$ cat config.mk
export PLATFORM = sky130hd
export DESIGN_NAME = eirq_ctrl
export DESIGN_NICKNAME = d
export VERILOG_FILES = /design/src/eirq_pkg.sv /design/src/eirq_ctrl.sv /design/src/eirq_edge_cell.sv
export SDC_FILE = /design/constraint.sdc
export NUM_CORES = 1
export LEC_CHECK = 0
export BUFFER_PORTS_ARGS = -buffer_cell sky130_fd_sc_hd__buf_4
export CAP_MARGIN = 15
export CORE_MARGIN = 4
export CORE_UTILIZATION = 30
export DETAILED_ROUTE_END_ITERATION = 6
export GPL_TIMING_DRIVEN = 0
export SYNTH_ARGS = -nofsm -noshare
export SYNTH_HDL_FRONTEND = slang
export SYNTH_SLANG_ARGS = --single-unit
export TNS_END_PERCENT = 10
$ cat constraint.sdc
create_clock -name pclk -period 2.3 [get_ports pclk]
set_input_delay 0.115 -clock pclk [delete_from_list [all_inputs] [get_ports pclk]]
set_output_delay 0.115 -clock pclk [all_outputs]
set_load 0.005 [all_outputs]
$ cat src/eirq_pkg.sv
package eirq_pkg;

	// Register byte offsets on the APB.
	localparam logic [7:0] OFS_PIN_FUNC_ONE   = 8'h00;
	localparam logic [7:0] OFS_PIN_FUNC_THREE = 8'h04;
	localparam logic [7:0] OFS_PIN_FUNC_FIVE  = 8'h08;
	localparam logic [7:0] OFS_EDGE_SENSE     = 8'h0c;
	localparam logic [7:0] OFS_WAKEUP_EDGE    = 8'h10;
	localparam logic [7:0] OFS_REQ_FLAG_ONE   = 8'h14;
	localparam logic [7:0] OFS_WAKEUP_FLAG    = 8'h18;
	localparam logic [7:0] OFS_STACK_POINTER  = 8'h1c;
	localparam logic [7:0] OFS_COND_CODE      = 8'h20;
	localparam logic [7:0] OFS_INT_STATUS     = 8'h24;
	localparam logic [7:0] OFS_INT_ENABLE     = 8'h28;
	localparam logic [7:0] OFS_INT_CLEAR      = 8'h2c;

	// Source counts and field positions.
	localparam int N_REQ  = 5;
	localparam int N_WAKE = 8;
	localparam int N_SRC  = 13;
	localparam int PFR1_LSB = 1;
	localparam int PFR3_BIT = 0;
	localparam int CCR_I_BIT = 7;

	// Reset values.
	localparam logic [7:0]  CCR_RST = 8'h80;
	localparam logic [15:0] SP_RST  = 16'h0000;

	// Phase lengths in states; one state is one pclk cycle.
	localparam logic [3:0] WAIT_MAX    = 4'hd;
	localparam logic [3:0] STACK_ST    = 4'h4;
	localparam logic [3:0] VEC_ST      = 4'h2;
	localparam logic [3:0] IFETCH_ST   = 4'h4;
	localparam logic [3:0] INTERNAL_ST = 4'h4;
	localparam logic [3:0] RTE_ST      = 4'h4;

	// Vector numbers and stack word step.
	localparam logic [7:0]  VEC_REQ0 = 8'h04;
	localparam logic [7:0]  VEC_WAKE = 8'h09;
	localparam logic [15:0] WORD_STEP = 16'h0002;
	localparam logic [15:0] FRAME_STEP = 16'h0004;

	typedef enum logic [2:0] {
		ST_IDLE, ST_WAIT, ST_STACK, ST_VEC, ST_IFETCH, ST_INTERNAL, ST_RTE
	} eirq_state_t;

endpackage : eirq_pkg

$ cat src/eirq_ctrl.sv
`timescale 1ns/1ps
// External request flags and interrupt entry and return sequencing.
module eirq_ctrl
	import eirq_pkg::*;
(
	// Clock and reset.
	input  wire logic        pclk,
	input  wire logic        presetn,
	// APB slave.
	input  wire logic        psel,
	input  wire logic        penable,
	input  wire logic        pwrite,
	input  wire logic [7:0]  paddr,
	input  wire logic [31:0] pwdata,
	output logic      [31:0] prdata,
	output logic             pready,
	output logic             pslverr,
	// External pins.
	input  wire logic [4:0]  ext_req_pin,
	input  wire logic [7:0]  wakeup_pin,
	// Processor core side.
	input  wire logic        insn_done,
	input  wire logic [15:0] core_pc,
	input  wire logic        return_from_exception,
	output logic             handler_start,
	output logic      [15:0] handler_pc,
	output logic      [7:0]  vector_num,
	output logic             rte_done,
	output logic      [15:0] restored_pc,
	// Memory port for stacking and fetch.
	output logic             mem_we,
	output logic             mem_re,
	output logic      [15:0] mem_addr,
	output logic      [15:0] mem_wdata,
	input  wire logic [15:0] mem_rdata,
	// Interrupt line.
	output logic             int_out
);
	// Software registers.
	logic [7:0]       pin_func_reg_one_r;
	logic [7:0]       pin_func_reg_three_r;
	logic [7:0]       pin_func_reg_five_r;
	logic [4:0]       edge_sense_reg_r;
	logic [7:0]       wakeup_edge_sel_r;
	logic [4:0]       request_flag_reg_one_r;
	logic [7:0]       wakeup_flag_reg_r;
	logic [15:0]      stack_pointer_r;
	logic [7:0]       cond_code_reg_r;
	logic [N_SRC-1:0] int_stat_r;
	logic [N_SRC-1:0] int_en_r;
	logic             pmr_acc_r;
	// Sequencer state.
	eirq_state_t      st_r;
	eirq_state_t      st_nxt;
	logic [3:0]       cnt_r;
	logic [3:0]       cnt_nxt;
	logic [15:0]      pc_save_r;
	// Output flops.
	logic [31:0]      prdata_r;
	logic             pready_r;
	logic             pslverr_r;
	logic             handler_start_r;
	logic [15:0]      handler_pc_r;
	logic [7:0]       vector_num_r;
	logic             rte_done_r;
	logic [15:0]      restored_pc_r;
	logic             mem_we_r;
	logic             mem_re_r;
	logic [15:0]      mem_addr_r;
	logic [15:0]      mem_wdata_r;
	logic             int_out_r;
	logic             mem_we_nxt;
	logic             mem_re_nxt;
	logic [15:0]      mem_addr_nxt;
	logic [15:0]      mem_wdata_nxt;

	// Pin events.
	logic [4:0] req_sel;
	logic [4:0] req_evt;
	logic [7:0] wake_evt;

	assign req_sel = {pin_func_reg_one_r[PFR1_LSB+3:PFR1_LSB],
	                  pin_func_reg_three_r[PFR3_BIT]};

	// One cell per pin; request pins and wakeup pins differ only in WAKE.
	genvar gi;
	generate
		for (gi = 0; gi < N_REQ; gi++) begin : g_req_cell
			eirq_edge_cell #(.WAKE(1'b0)) u_cell (
				.pclk     (pclk),
				.presetn  (presetn),
				.pin      (ext_req_pin[gi]),
				.sel      (req_sel[gi]),
				.rise_sel (edge_sense_reg_r[gi]),
				.evt      (req_evt[gi])
			);
		end
		for (gi = 0; gi < N_WAKE; gi++) begin : g_wake_cell
			eirq_edge_cell #(.WAKE(1'b1)) u_cell (
				.pclk     (pclk),
				.presetn  (presetn),
				.pin      (wakeup_pin[gi]),
				.sel      (pin_func_reg_five_r[gi]),
				.rise_sel (wakeup_edge_sel_r[gi]),
				.evt      (wake_evt[gi])
			);
		end
	endgenerate

	// APB decode; each access phase takes two cycles, pready rising in the second.
	logic acc;
	logic wr;
	logic first_acc;
	logic hit_pf1, hit_pf3, hit_pf5, hit_edge, hit_wedge, hit_rf1, hit_wf;
	logic hit_sp, hit_ccr, hit_stat, hit_en, hit_clr, hit_any, hit_pmr;
	assign first_acc = psel & penable & ~pready_r;
	assign acc       = psel & penable & pready_r;
	assign wr        = acc & pwrite;
	assign hit_pf1   = paddr == OFS_PIN_FUNC_ONE;
	assign hit_pf3   = paddr == OFS_PIN_FUNC_THREE;
	assign hit_pf5   = paddr == OFS_PIN_FUNC_FIVE;
	assign hit_edge  = paddr == OFS_EDGE_SENSE;
	assign hit_wedge = paddr == OFS_WAKEUP_EDGE;
	assign hit_rf1   = paddr == OFS_REQ_FLAG_ONE;
	assign hit_wf    = paddr == OFS_WAKEUP_FLAG;
	assign hit_sp    = paddr == OFS_STACK_POINTER;
	assign hit_ccr   = paddr == OFS_COND_CODE;
	assign hit_stat  = paddr == OFS_INT_STATUS;
	assign hit_en    = paddr == OFS_INT_ENABLE;
	assign hit_clr   = paddr == OFS_INT_CLEAR;
	assign hit_pmr   = hit_pf1 | hit_pf3 | hit_pf5;
	assign hit_any   = hit_pmr | hit_edge | hit_wedge | hit_rf1 | hit_wf | hit_sp
	                 | hit_ccr | hit_stat | hit_en | hit_clr;

	// Read mux; the clear register is write-only and reads zero.
	logic [31:0] rd_mux;
	assign rd_mux = hit_pf1   ? {24'h000000, pin_func_reg_one_r} :
	                hit_pf3   ? {24'h000000, pin_func_reg_three_r} :
	                hit_pf5   ? {24'h000000, pin_func_reg_five_r} :
	                hit_edge  ? {27'h0000000, edge_sense_reg_r} :
	                hit_wedge ? {24'h000000, wakeup_edge_sel_r} :
	                hit_rf1   ? {27'h0000000, request_flag_reg_one_r} :
	                hit_wf    ? {24'h000000, wakeup_flag_reg_r} :
	                hit_sp    ? {16'h0000, stack_pointer_r} :
	                hit_ccr   ? {24'h000000, cond_code_reg_r} :
	                hit_stat  ? {19'h00000, int_stat_r} :
	                hit_en    ? {19'h00000, int_en_r} : 32'h00000000;

	// A request or wakeup flag clear written right after a pin function access is dropped; set beats clear.
	logic [4:0]       req_clr;
	logic [7:0]       wake_clr;
	logic [N_SRC-1:0] stat_clr;
	logic             clr_blocked;
	assign clr_blocked = pmr_acc_r;
	assign req_clr  = (wr & hit_rf1 & ~clr_blocked) ? ~pwdata[4:0] : 5'h00;
	assign wake_clr = (wr & hit_wf & ~clr_blocked) ? ~pwdata[7:0] : 8'h00;
	assign stat_clr = (wr & hit_clr) ? pwdata[N_SRC-1:0] : 13'h0000;

	// Pending requests and priority: pin 0 first, the shared wakeup vector last.
	logic [4:0] req_pend;
	logic       wake_pend;
	logic       any_pend;
	logic [7:0] vec_sel;
	assign req_pend  = request_flag_reg_one_r & int_en_r[N_REQ-1:0];
	assign wake_pend = |(wakeup_flag_reg_r & int_en_r[N_SRC-1:N_REQ]);
	assign any_pend  = (|req_pend | wake_pend) & ~cond_code_reg_r[CCR_I_BIT];
	assign vec_sel = req_pend[0] ? VEC_REQ0 :
	                 req_pend[1] ? VEC_REQ0 + 8'h01 :
	                 req_pend[2] ? VEC_REQ0 + 8'h02 :
	                 req_pend[3] ? VEC_REQ0 + 8'h03 :
	                 req_pend[4] ? VEC_REQ0 + 8'h04 : VEC_WAKE;

	// Phase ends and word-aligned addresses.
	logic        stack_end, int_end, rte_end;
	logic [15:0] sp_pc_addr, sp_ccr_addr, vec_addr, rte_pc_addr;
	assign stack_end   = (st_r == ST_STACK) && (cnt_r == STACK_ST - 4'h1);
	assign int_end     = (st_r == ST_INTERNAL) && (cnt_r == INTERNAL_ST - 4'h1);
	assign rte_end     = (st_r == ST_RTE) && (cnt_r == RTE_ST - 4'h1);
	assign sp_pc_addr  = stack_pointer_r - WORD_STEP;
	assign sp_ccr_addr = stack_pointer_r - FRAME_STEP;
	assign vec_addr    = {7'h00, vector_num_r, 1'b0};
	assign rte_pc_addr = stack_pointer_r + WORD_STEP;

	// Entry waits for the instruction, but never past the longest instruction.
	always_comb begin
		st_nxt  = st_r;
		cnt_nxt = cnt_r + 4'h1;
		case (st_r)
			ST_IDLE: begin
				cnt_nxt = 4'h0;
				if (return_from_exception) begin
					st_nxt = ST_RTE;
				end else if (any_pend) begin
					st_nxt  = ST_WAIT;
					cnt_nxt = 4'h1;
				end
			end
			ST_WAIT: if (insn_done || cnt_r == WAIT_MAX) begin
				st_nxt  = ST_STACK;
				cnt_nxt = 4'h0;
			end
			ST_STACK: if (stack_end) begin
				st_nxt  = ST_VEC;
				cnt_nxt = 4'h0;
			end
			ST_VEC: if (cnt_r == VEC_ST - 4'h1) begin
				st_nxt  = ST_IFETCH;
				cnt_nxt = 4'h0;
			end
			ST_IFETCH: if (cnt_r == IFETCH_ST - 4'h1) begin
				st_nxt  = ST_INTERNAL;
				cnt_nxt = 4'h0;
			end
			ST_INTERNAL: if (int_end) begin
				st_nxt  = ST_IDLE;
				cnt_nxt = 4'h0;
			end
			ST_RTE: if (rte_end) begin
				st_nxt  = ST_IDLE;
				cnt_nxt = 4'h0;
			end
			default: begin
				st_nxt  = ST_IDLE;
				cnt_nxt = 4'h0;
			end
		endcase
	end

	// Memory requests; bit zero is always cleared because every access is a word.
	logic stk_pc, stk_ccr, rd_vec, rd_fetch, rd_rte0, rd_rte1;
	assign stk_pc   = (st_r == ST_STACK) && (cnt_r == 4'h0);
	assign stk_ccr  = (st_r == ST_STACK) && (cnt_r == 4'h2);
	assign rd_vec   = (st_r == ST_VEC) && (cnt_r == 4'h0);
	assign rd_fetch = (st_r == ST_IFETCH) && (cnt_r == 4'h0);
	assign rd_rte0  = (st_r == ST_RTE) && (cnt_r == 4'h0);
	assign rd_rte1  = (st_r == ST_RTE) && (cnt_r == 4'h1);
	assign mem_we_nxt = stk_pc | stk_ccr;
	assign mem_re_nxt = rd_vec | rd_fetch | rd_rte0 | rd_rte1;
	assign mem_addr_nxt = {(stk_pc   ? sp_pc_addr[15:1] :
	                        stk_ccr  ? sp_ccr_addr[15:1] :
	                        rd_vec   ? vec_addr[15:1] :
	                        rd_fetch ? handler_pc_r[15:1] :
	                        rd_rte1  ? rte_pc_addr[15:1] : stack_pointer_r[15:1]), 1'b0};
	assign mem_wdata_nxt = stk_ccr ? {cond_code_reg_r, cond_code_reg_r} : pc_save_r;

	// Captures from memory: each read answers in the cycle its strobe is high.
	logic        cap_vec, cap_ccr, cap_pc;
	logic [7:0]  rd_even_byte;
	logic [15:0] sp_nxt;
	logic [7:0]  ccr_nxt;
	assign cap_vec      = (st_r == ST_VEC) && (cnt_r == 4'h1);
	assign cap_ccr      = (st_r == ST_RTE) && (cnt_r == 4'h1);
	assign cap_pc       = (st_r == ST_RTE) && (cnt_r == 4'h2);
	assign rd_even_byte = mem_rdata[15:8];
	assign sp_nxt = stack_end ? sp_ccr_addr :
	                rte_end ? stack_pointer_r + FRAME_STEP :
	                (wr & hit_sp) ? pwdata[15:0] : stack_pointer_r;
	assign ccr_nxt = cap_ccr ? rd_even_byte :
	                 int_end ? (cond_code_reg_r | (8'h01 << CCR_I_BIT)) :
	                 (wr & hit_ccr) ? pwdata[7:0] : cond_code_reg_r;

	// Configuration registers, all selects clear at reset.
	always_ff @(posedge pclk or negedge presetn) begin
		if (!presetn) begin
			pin_func_reg_one_r   <= 8'h00;
			pin_func_reg_three_r <= 8'h00;
			pin_func_reg_five_r  <= 8'h00;
			edge_sense_reg_r     <= 5'h00;
			wakeup_edge_sel_r    <= 8'h00;
			int_en_r             <= 13'h0000;
		end else begin
			if (wr & hit_pf1) pin_func_reg_one_r <= pwdata[7:0];
			if (wr & hit_pf3) pin_func_reg_three_r <= pwdata[7:0];
			if (wr & hit_pf5) pin_func_reg_five_r <= pwdata[7:0];
			if (wr & hit_edge) edge_sense_reg_r <= pwdata[4:0];
			if (wr & hit_wedge) wakeup_edge_sel_r <= pwdata[7:0];
			if (wr & hit_en) int_en_r <= pwdata[N_SRC-1:0];
		end
	end

	// Flags and status; acceptance of a request never clears them.
	always_ff @(posedge pclk or negedge presetn) begin
		if (!presetn) begin
			request_flag_reg_one_r <= 5'h00;
			wakeup_flag_reg_r      <= 8'h00;
			int_stat_r             <= 13'h0000;
			pmr_acc_r              <= 1'b0;
			int_out_r              <= 1'b0;
		end else begin
			request_flag_reg_one_r <= (request_flag_reg_one_r & ~req_clr) | req_evt;
			wakeup_flag_reg_r      <= (wakeup_flag_reg_r & ~wake_clr) | wake_evt;
			int_stat_r <= (int_stat_r & ~stat_clr) | {wake_evt, req_evt};
			if (acc) pmr_acc_r <= hit_pmr;
			int_out_r <= |(int_stat_r & int_en_r);
		end
	end

	// Sequencer, stack and condition code registers.
	always_ff @(posedge pclk or negedge presetn) begin
		if (!presetn) begin
			st_r            <= ST_IDLE;
			cnt_r           <= 4'h0;
			stack_pointer_r <= SP_RST;
			cond_code_reg_r <= CCR_RST;
			pc_save_r       <= 16'h0000;
			vector_num_r    <= 8'h00;
		end else begin
			st_r            <= st_nxt;
			cnt_r           <= cnt_nxt;
			stack_pointer_r <= sp_nxt;
			cond_code_reg_r <= ccr_nxt;
			if (st_r == ST_WAIT && st_nxt == ST_STACK) pc_save_r <= core_pc;
			if (st_r == ST_IDLE && st_nxt == ST_WAIT) vector_num_r <= vec_sel;
		end
	end

	// Registered outputs toward the bus, core and memory.
	always_ff @(posedge pclk or negedge presetn) begin
		if (!presetn) begin
			prdata_r        <= 32'h00000000;
			pready_r        <= 1'b0;
			pslverr_r       <= 1'b0;
			handler_start_r <= 1'b0;
			handler_pc_r    <= 16'h0000;
			rte_done_r      <= 1'b0;
			restored_pc_r   <= 16'h0000;
			mem_we_r        <= 1'b0;
			mem_re_r        <= 1'b0;
			mem_addr_r      <= 16'h0000;
			mem_wdata_r     <= 16'h0000;
		end else begin
			pready_r        <= first_acc;
			pslverr_r       <= first_acc & ~hit_any;
			if (first_acc) prdata_r <= rd_mux;
			handler_start_r <= int_end;
			if (cap_vec) handler_pc_r <= mem_rdata;
			rte_done_r      <= rte_end;
			if (cap_pc) restored_pc_r <= mem_rdata;
			mem_we_r        <= mem_we_nxt;
			mem_re_r        <= mem_re_nxt;
			mem_addr_r      <= mem_addr_nxt;
			mem_wdata_r     <= mem_wdata_nxt;
		end
	end

	assign prdata        = prdata_r;
	assign pready        = pready_r;
	assign pslverr       = pslverr_r;
	assign handler_start = handler_start_r;
	assign handler_pc    = handler_pc_r;
	assign vector_num    = vector_num_r;
	assign rte_done      = rte_done_r;
	assign restored_pc   = restored_pc_r;
	assign mem_we        = mem_we_r;
	assign mem_re        = mem_re_r;
	assign mem_addr      = mem_addr_r;
	assign mem_wdata     = mem_wdata_r;
	assign int_out       = int_out_r;

	logic in_wait, in_stack, in_vec, in_fetch, in_int;
	assign in_wait  = st_r == ST_WAIT;
	assign in_stack = st_r == ST_STACK;
	assign in_vec   = st_r == ST_VEC;
	assign in_fetch = st_r == ST_IFETCH;
	assign in_int   = st_r == ST_INTERNAL;
endmodule : eirq_ctrl

$ cat src/eirq_edge_cell.sv
`timescale 1ns/1ps
// One pin's edge sensing; emits a one-cycle event.
module eirq_edge_cell
	import eirq_pkg::*;
#(
	parameter bit WAKE = 1'b0
) (
	// Clock and reset.
	input  wire logic pclk,
	input  wire logic presetn,
	// Pin and its controls.
	input  wire logic pin,
	input  wire logic sel,
	input  wire logic rise_sel,
	// Event out.
	output logic      evt
);
	logic gated;
	logic gated_r;
	logic pin_r;
	logic sel_r;

	// A deselected pin reads as high, so select changes on a low pin look like edges.
	assign gated = sel ? pin : 1'b1;

	// Previous values start high and deselected, so reset never makes an event.
	always_ff @(posedge pclk or negedge presetn) begin
		if (!presetn) begin
			gated_r <= 1'b1;
			pin_r   <= 1'b1;
			sel_r   <= 1'b0;
		end else begin
			gated_r <= gated;
			pin_r   <= pin;
			sel_r   <= sel;
		end
	end

	// Request pins see both select directions; wakeup pins only a fresh select.
	generate
		if (WAKE) begin : g_wake
			logic pin_edge;
			assign pin_edge = rise_sel ? (pin & ~pin_r) : (~pin & pin_r);
			assign evt = sel & (sel_r ? pin_edge : ~pin);
		end else begin : g_req
			assign evt = rise_sel ? (gated & ~gated_r) : (~gated & gated_r);
		end
	endgenerate

endmodule : eirq_edge_cell

==> results_dict.tcl <==
set metrics [dict create \
    outcome "completed" \
    die_h_um 210 \
    worstSetupEndpoint "stack_pointer_r[5]$_DFFE_PN0P_" \
    synth-edff-count 0 \
    row_count 73 \
    regArea_um2 5900 \
    overflow 0 \
    cts_tree "yes" \
    numCtsBuffers 28 \
    vias_per_cell 5.31 \
    power_density_nw_per_um2 1010 \
    antenna_found_initial 0 \
    leakagePower_uw 0.00738 \
    yosysTopAreaCellShare 0.452 \
    async_flop_share 1.00 \
    layout_commonest_cell "dfrtp_1" \
    min_from "pwdata[4]" \
    clkTransAtPathRegs_ns 0.06 \
    nFillCells 3927 \
    cts.sinks 235 \
    clockBufferDepth 3 \
    report.final.slew_viol_count 0 \
    final_cell_mix "220 x dfrtp_1, 200 x buf_4, 172 x nand2_1" \
    rsz0062_at_grt "true" \
    ys.warnings.count 0 \
    hold_viol_final 0 \
    dp_hpwl_mm 31.8 \
    cts_root_buf "clkbuf_16" \
    cp.required_ns 2.75 \
    holdPathStages 4 \
    wl_mm 42.6 \
    syn2layout_area_growth_pct 32.0 \
    port_buffers 164 \
    fmax_mhz 445 \
    track_usage 0.187 \
    synth-main-ff-cell "dfrtp_1" \
    drt_iter0_markers 741 \
    worstSetupEndpointType "register" \
    reg2reg_depth 9 \
    synth_seq_cells 235 \
    worstReg2RegStart "cnt_r[1]$_DFF_PN0_" \
    drc 0 \
    irDropWorstVdd_v 0.000543 \
    grt_pass1_wl_mm 65.6 \
    setup_viol 0 \
    reg2reg_setup_slack_ns 0.05 \
    drv_cap 0 \
    critPathKind "register to register" \
    slew_headroom 0.449 \
    place_area_um2 14300 \
    ioPinCount 203 \
    min_period_ns 2.25 \
    ys_seq_area_frac 0.482 \
    worst_pin_slew_ns 0.819 \
    startpoint "cnt_r[1]$_DFF_PN0_" \
    core_um2 40000 \
    cts-htree-levels 1 \
    die_area_um2 44100 \
    gp_congestion 0.924 \
    hold_class "input port to register" \
    fin_crit_sh 0.978 \
    crit_path_start_kind "register" \
    netlist_area_um2 12200 \
    ant_nets 0 \
    power_uw 16300 \
    yosysUniqueCellTypes 85 \
    initial_utilization 0.306 \
    grt_max_degree 91 \
    synthTopCellsByArea "dfrtp_1 45%, mux2_2 6.5%, nand2_1 5.3%" \
    skew_ns 0.0124 \
    critical_path.max_fanout 7 \
    stdcell_area_um2 16100 \
    netlist_instances 1212 \
    first_global_vias 11000 \
    r2r_end "stack_pointer_r[5]$_DFFE_PN0P_" \
    critPathArrivalTime_ns 2.70 \
    clk_latency_ns 0.56 \
    drive_gt1_frac 0.278 \
    final_core_util 0.404 \
    avgSynthCellArea_um2 10.1 \
    holdWs_ns 0.0487 \
    die_x_um 210 \
    synth_top_area_cell "dfrtp_1" \
    first_pass_iters 6 \
    vias 10900 \
    nets 1601 \
    detail_route.wl_per_cell_um 20.8 \
    multi_input_area_um2 5950 \
]
==> sequential cells by signal, summed over array words and instances, names as in the netlist, 5 cells and up <==
signal and flops:
g_wake_cell.u_cell.sel_r 8, pin_func_reg_three_r 8, wakeup_edge_sel_r 8, pin_func_reg_five_r 8, request_flag_reg_one_r 5, mem_wdata 16, cond_code_reg_r 8, pin_func_reg_one_r 8
wakeup_flag_reg_r 8, int_stat_r 13, int_en_r 13, mem_addr 15, pc_save_r 16, handler_pc 16, stack_pointer_r 16, g_wake_cell.u_cell.pin_r 8
g_req_cell.u_cell.gated_r 5, edge_sense_reg_r 5, restored_pc 16, prdata 16
==> synth_stat cells (10+ instances only) <==
cell	number
a21oi_1	56
a221oi_1	10
a22o_1	12
a22oi_1	13
and3_1	15
buf_2	22
buf_4	23
clkbuf_1	49
dfrtp_1	221
dfstp_2	14
inv_1	27
mux2_1	29
mux2_2	71
mux2i_1	15
nand2_1	174
nand2b_1	21
nand3_1	40
nand4_1	12
nor2_1	61
nor2b_1	12
nor3_1	12
nor4_1	10
o21ai_0	44
o21ai_1	32
o22ai_1	11
xnor2_1	11
xor2_1	13
==> how the worst min path moves through the flow <==
stage / to / slack [ns]
after floorplan: clr_blocked$_DFFE_PN0P_ / -0.18
after global placement: g_wake_cell[2].u_cell.pin_r$_DFF_PN1_ / 0.24
after detailed placement: mem_wdata[1]$_DFF_PN0_ / 0.09
after CTS: stack_pointer_r[4]$_DFFE_PN0P_ / 0.03
after global routing: stack_pointer_r[4]$_DFFE_PN0P_ / 0.05
final: stack_pointer_r[4]$_DFFE_PN0P_ / 0.05
==> routing by layer <==
layer / wire length (µm) / up-vias / global-route usage
met2: 20700 / 400 / 0.315
met3: 2730 / 98 / 0.0315
met5: 0 / - / 0
li1: - / 4946 / -
met4: 1540 / 0 / 0.0702
met1: 17700 / 5435 / 0.243
==> cell families after synthesis <==
family / count (synthesis) / share of synthesized area
xor gates and xnor gates: 24 / 0.0172
and+or+nand+nor: 424 / 0.183
AOI/OAI and AO/OA: 276 / 0.151
other: 1 / 0.000307
buffers and inverters: 125 / 0.0483
adders and majority gates: 10 / 0.0100
DFF: 235 / 0.482
muxes: 117 / 0.108
==> cell type report <==
cell class,instances,area share
buffer,95,0.0315
timing repair buffer,241,0.125
sequential,235,0.365
clock buffer,37,0.0511
multi-input combinational,872,0.368
clock inverter,14,0.0116
inverter,27,0.00643
tap,525,0.0407
antenna,1,0.000155
==> power breakdown <==
group	internal [µW]	total, µW	switching, µW	leakage [µW]
clock network	2970	4840	1870	0.000496
logic	2570	5680	3110	0.00385
registers	5100	5800	694	0.00303
total	10600	16300	5670	0.00738
==> critical path, stage by stage, from the launching register on <==
cell and delay [ns]:
dfrtp_1 0.42, ha_4 0.22, or3b_1 0.34, buf_2 0.18, nor3b_4 0.28, buf_4 0.16
buf_4 0.15, o32a_1 0.15, o21ai_1 0.06, a22o_1 0.19
==> stage by stage <==
stage / cells / setup slack [ns] / setup TNS, ns
2_1_floorplan: 1232 / 0.0686 / 0
3_3_place_gp: 1921 / -0.761 / -169.65
3_5_place_dp: 1923 / -0.476 / -10.88
4_1_cts: 2041 / -0.0774 / -0.428
5_1_grt: 2046 / -0.0274 / -0.137
6_report: 2047 / 0.0517 / 0
==> what timing repair did <==
item	in CTS	in global routing
hold endpoints to repair	167	0
gates resized for setup	25	30
hold buffers	63	0
pin swaps	4	7
endpoints found under the setup margin	68	81
setup buffers	4	7
(Power assumes the default switching activity.)
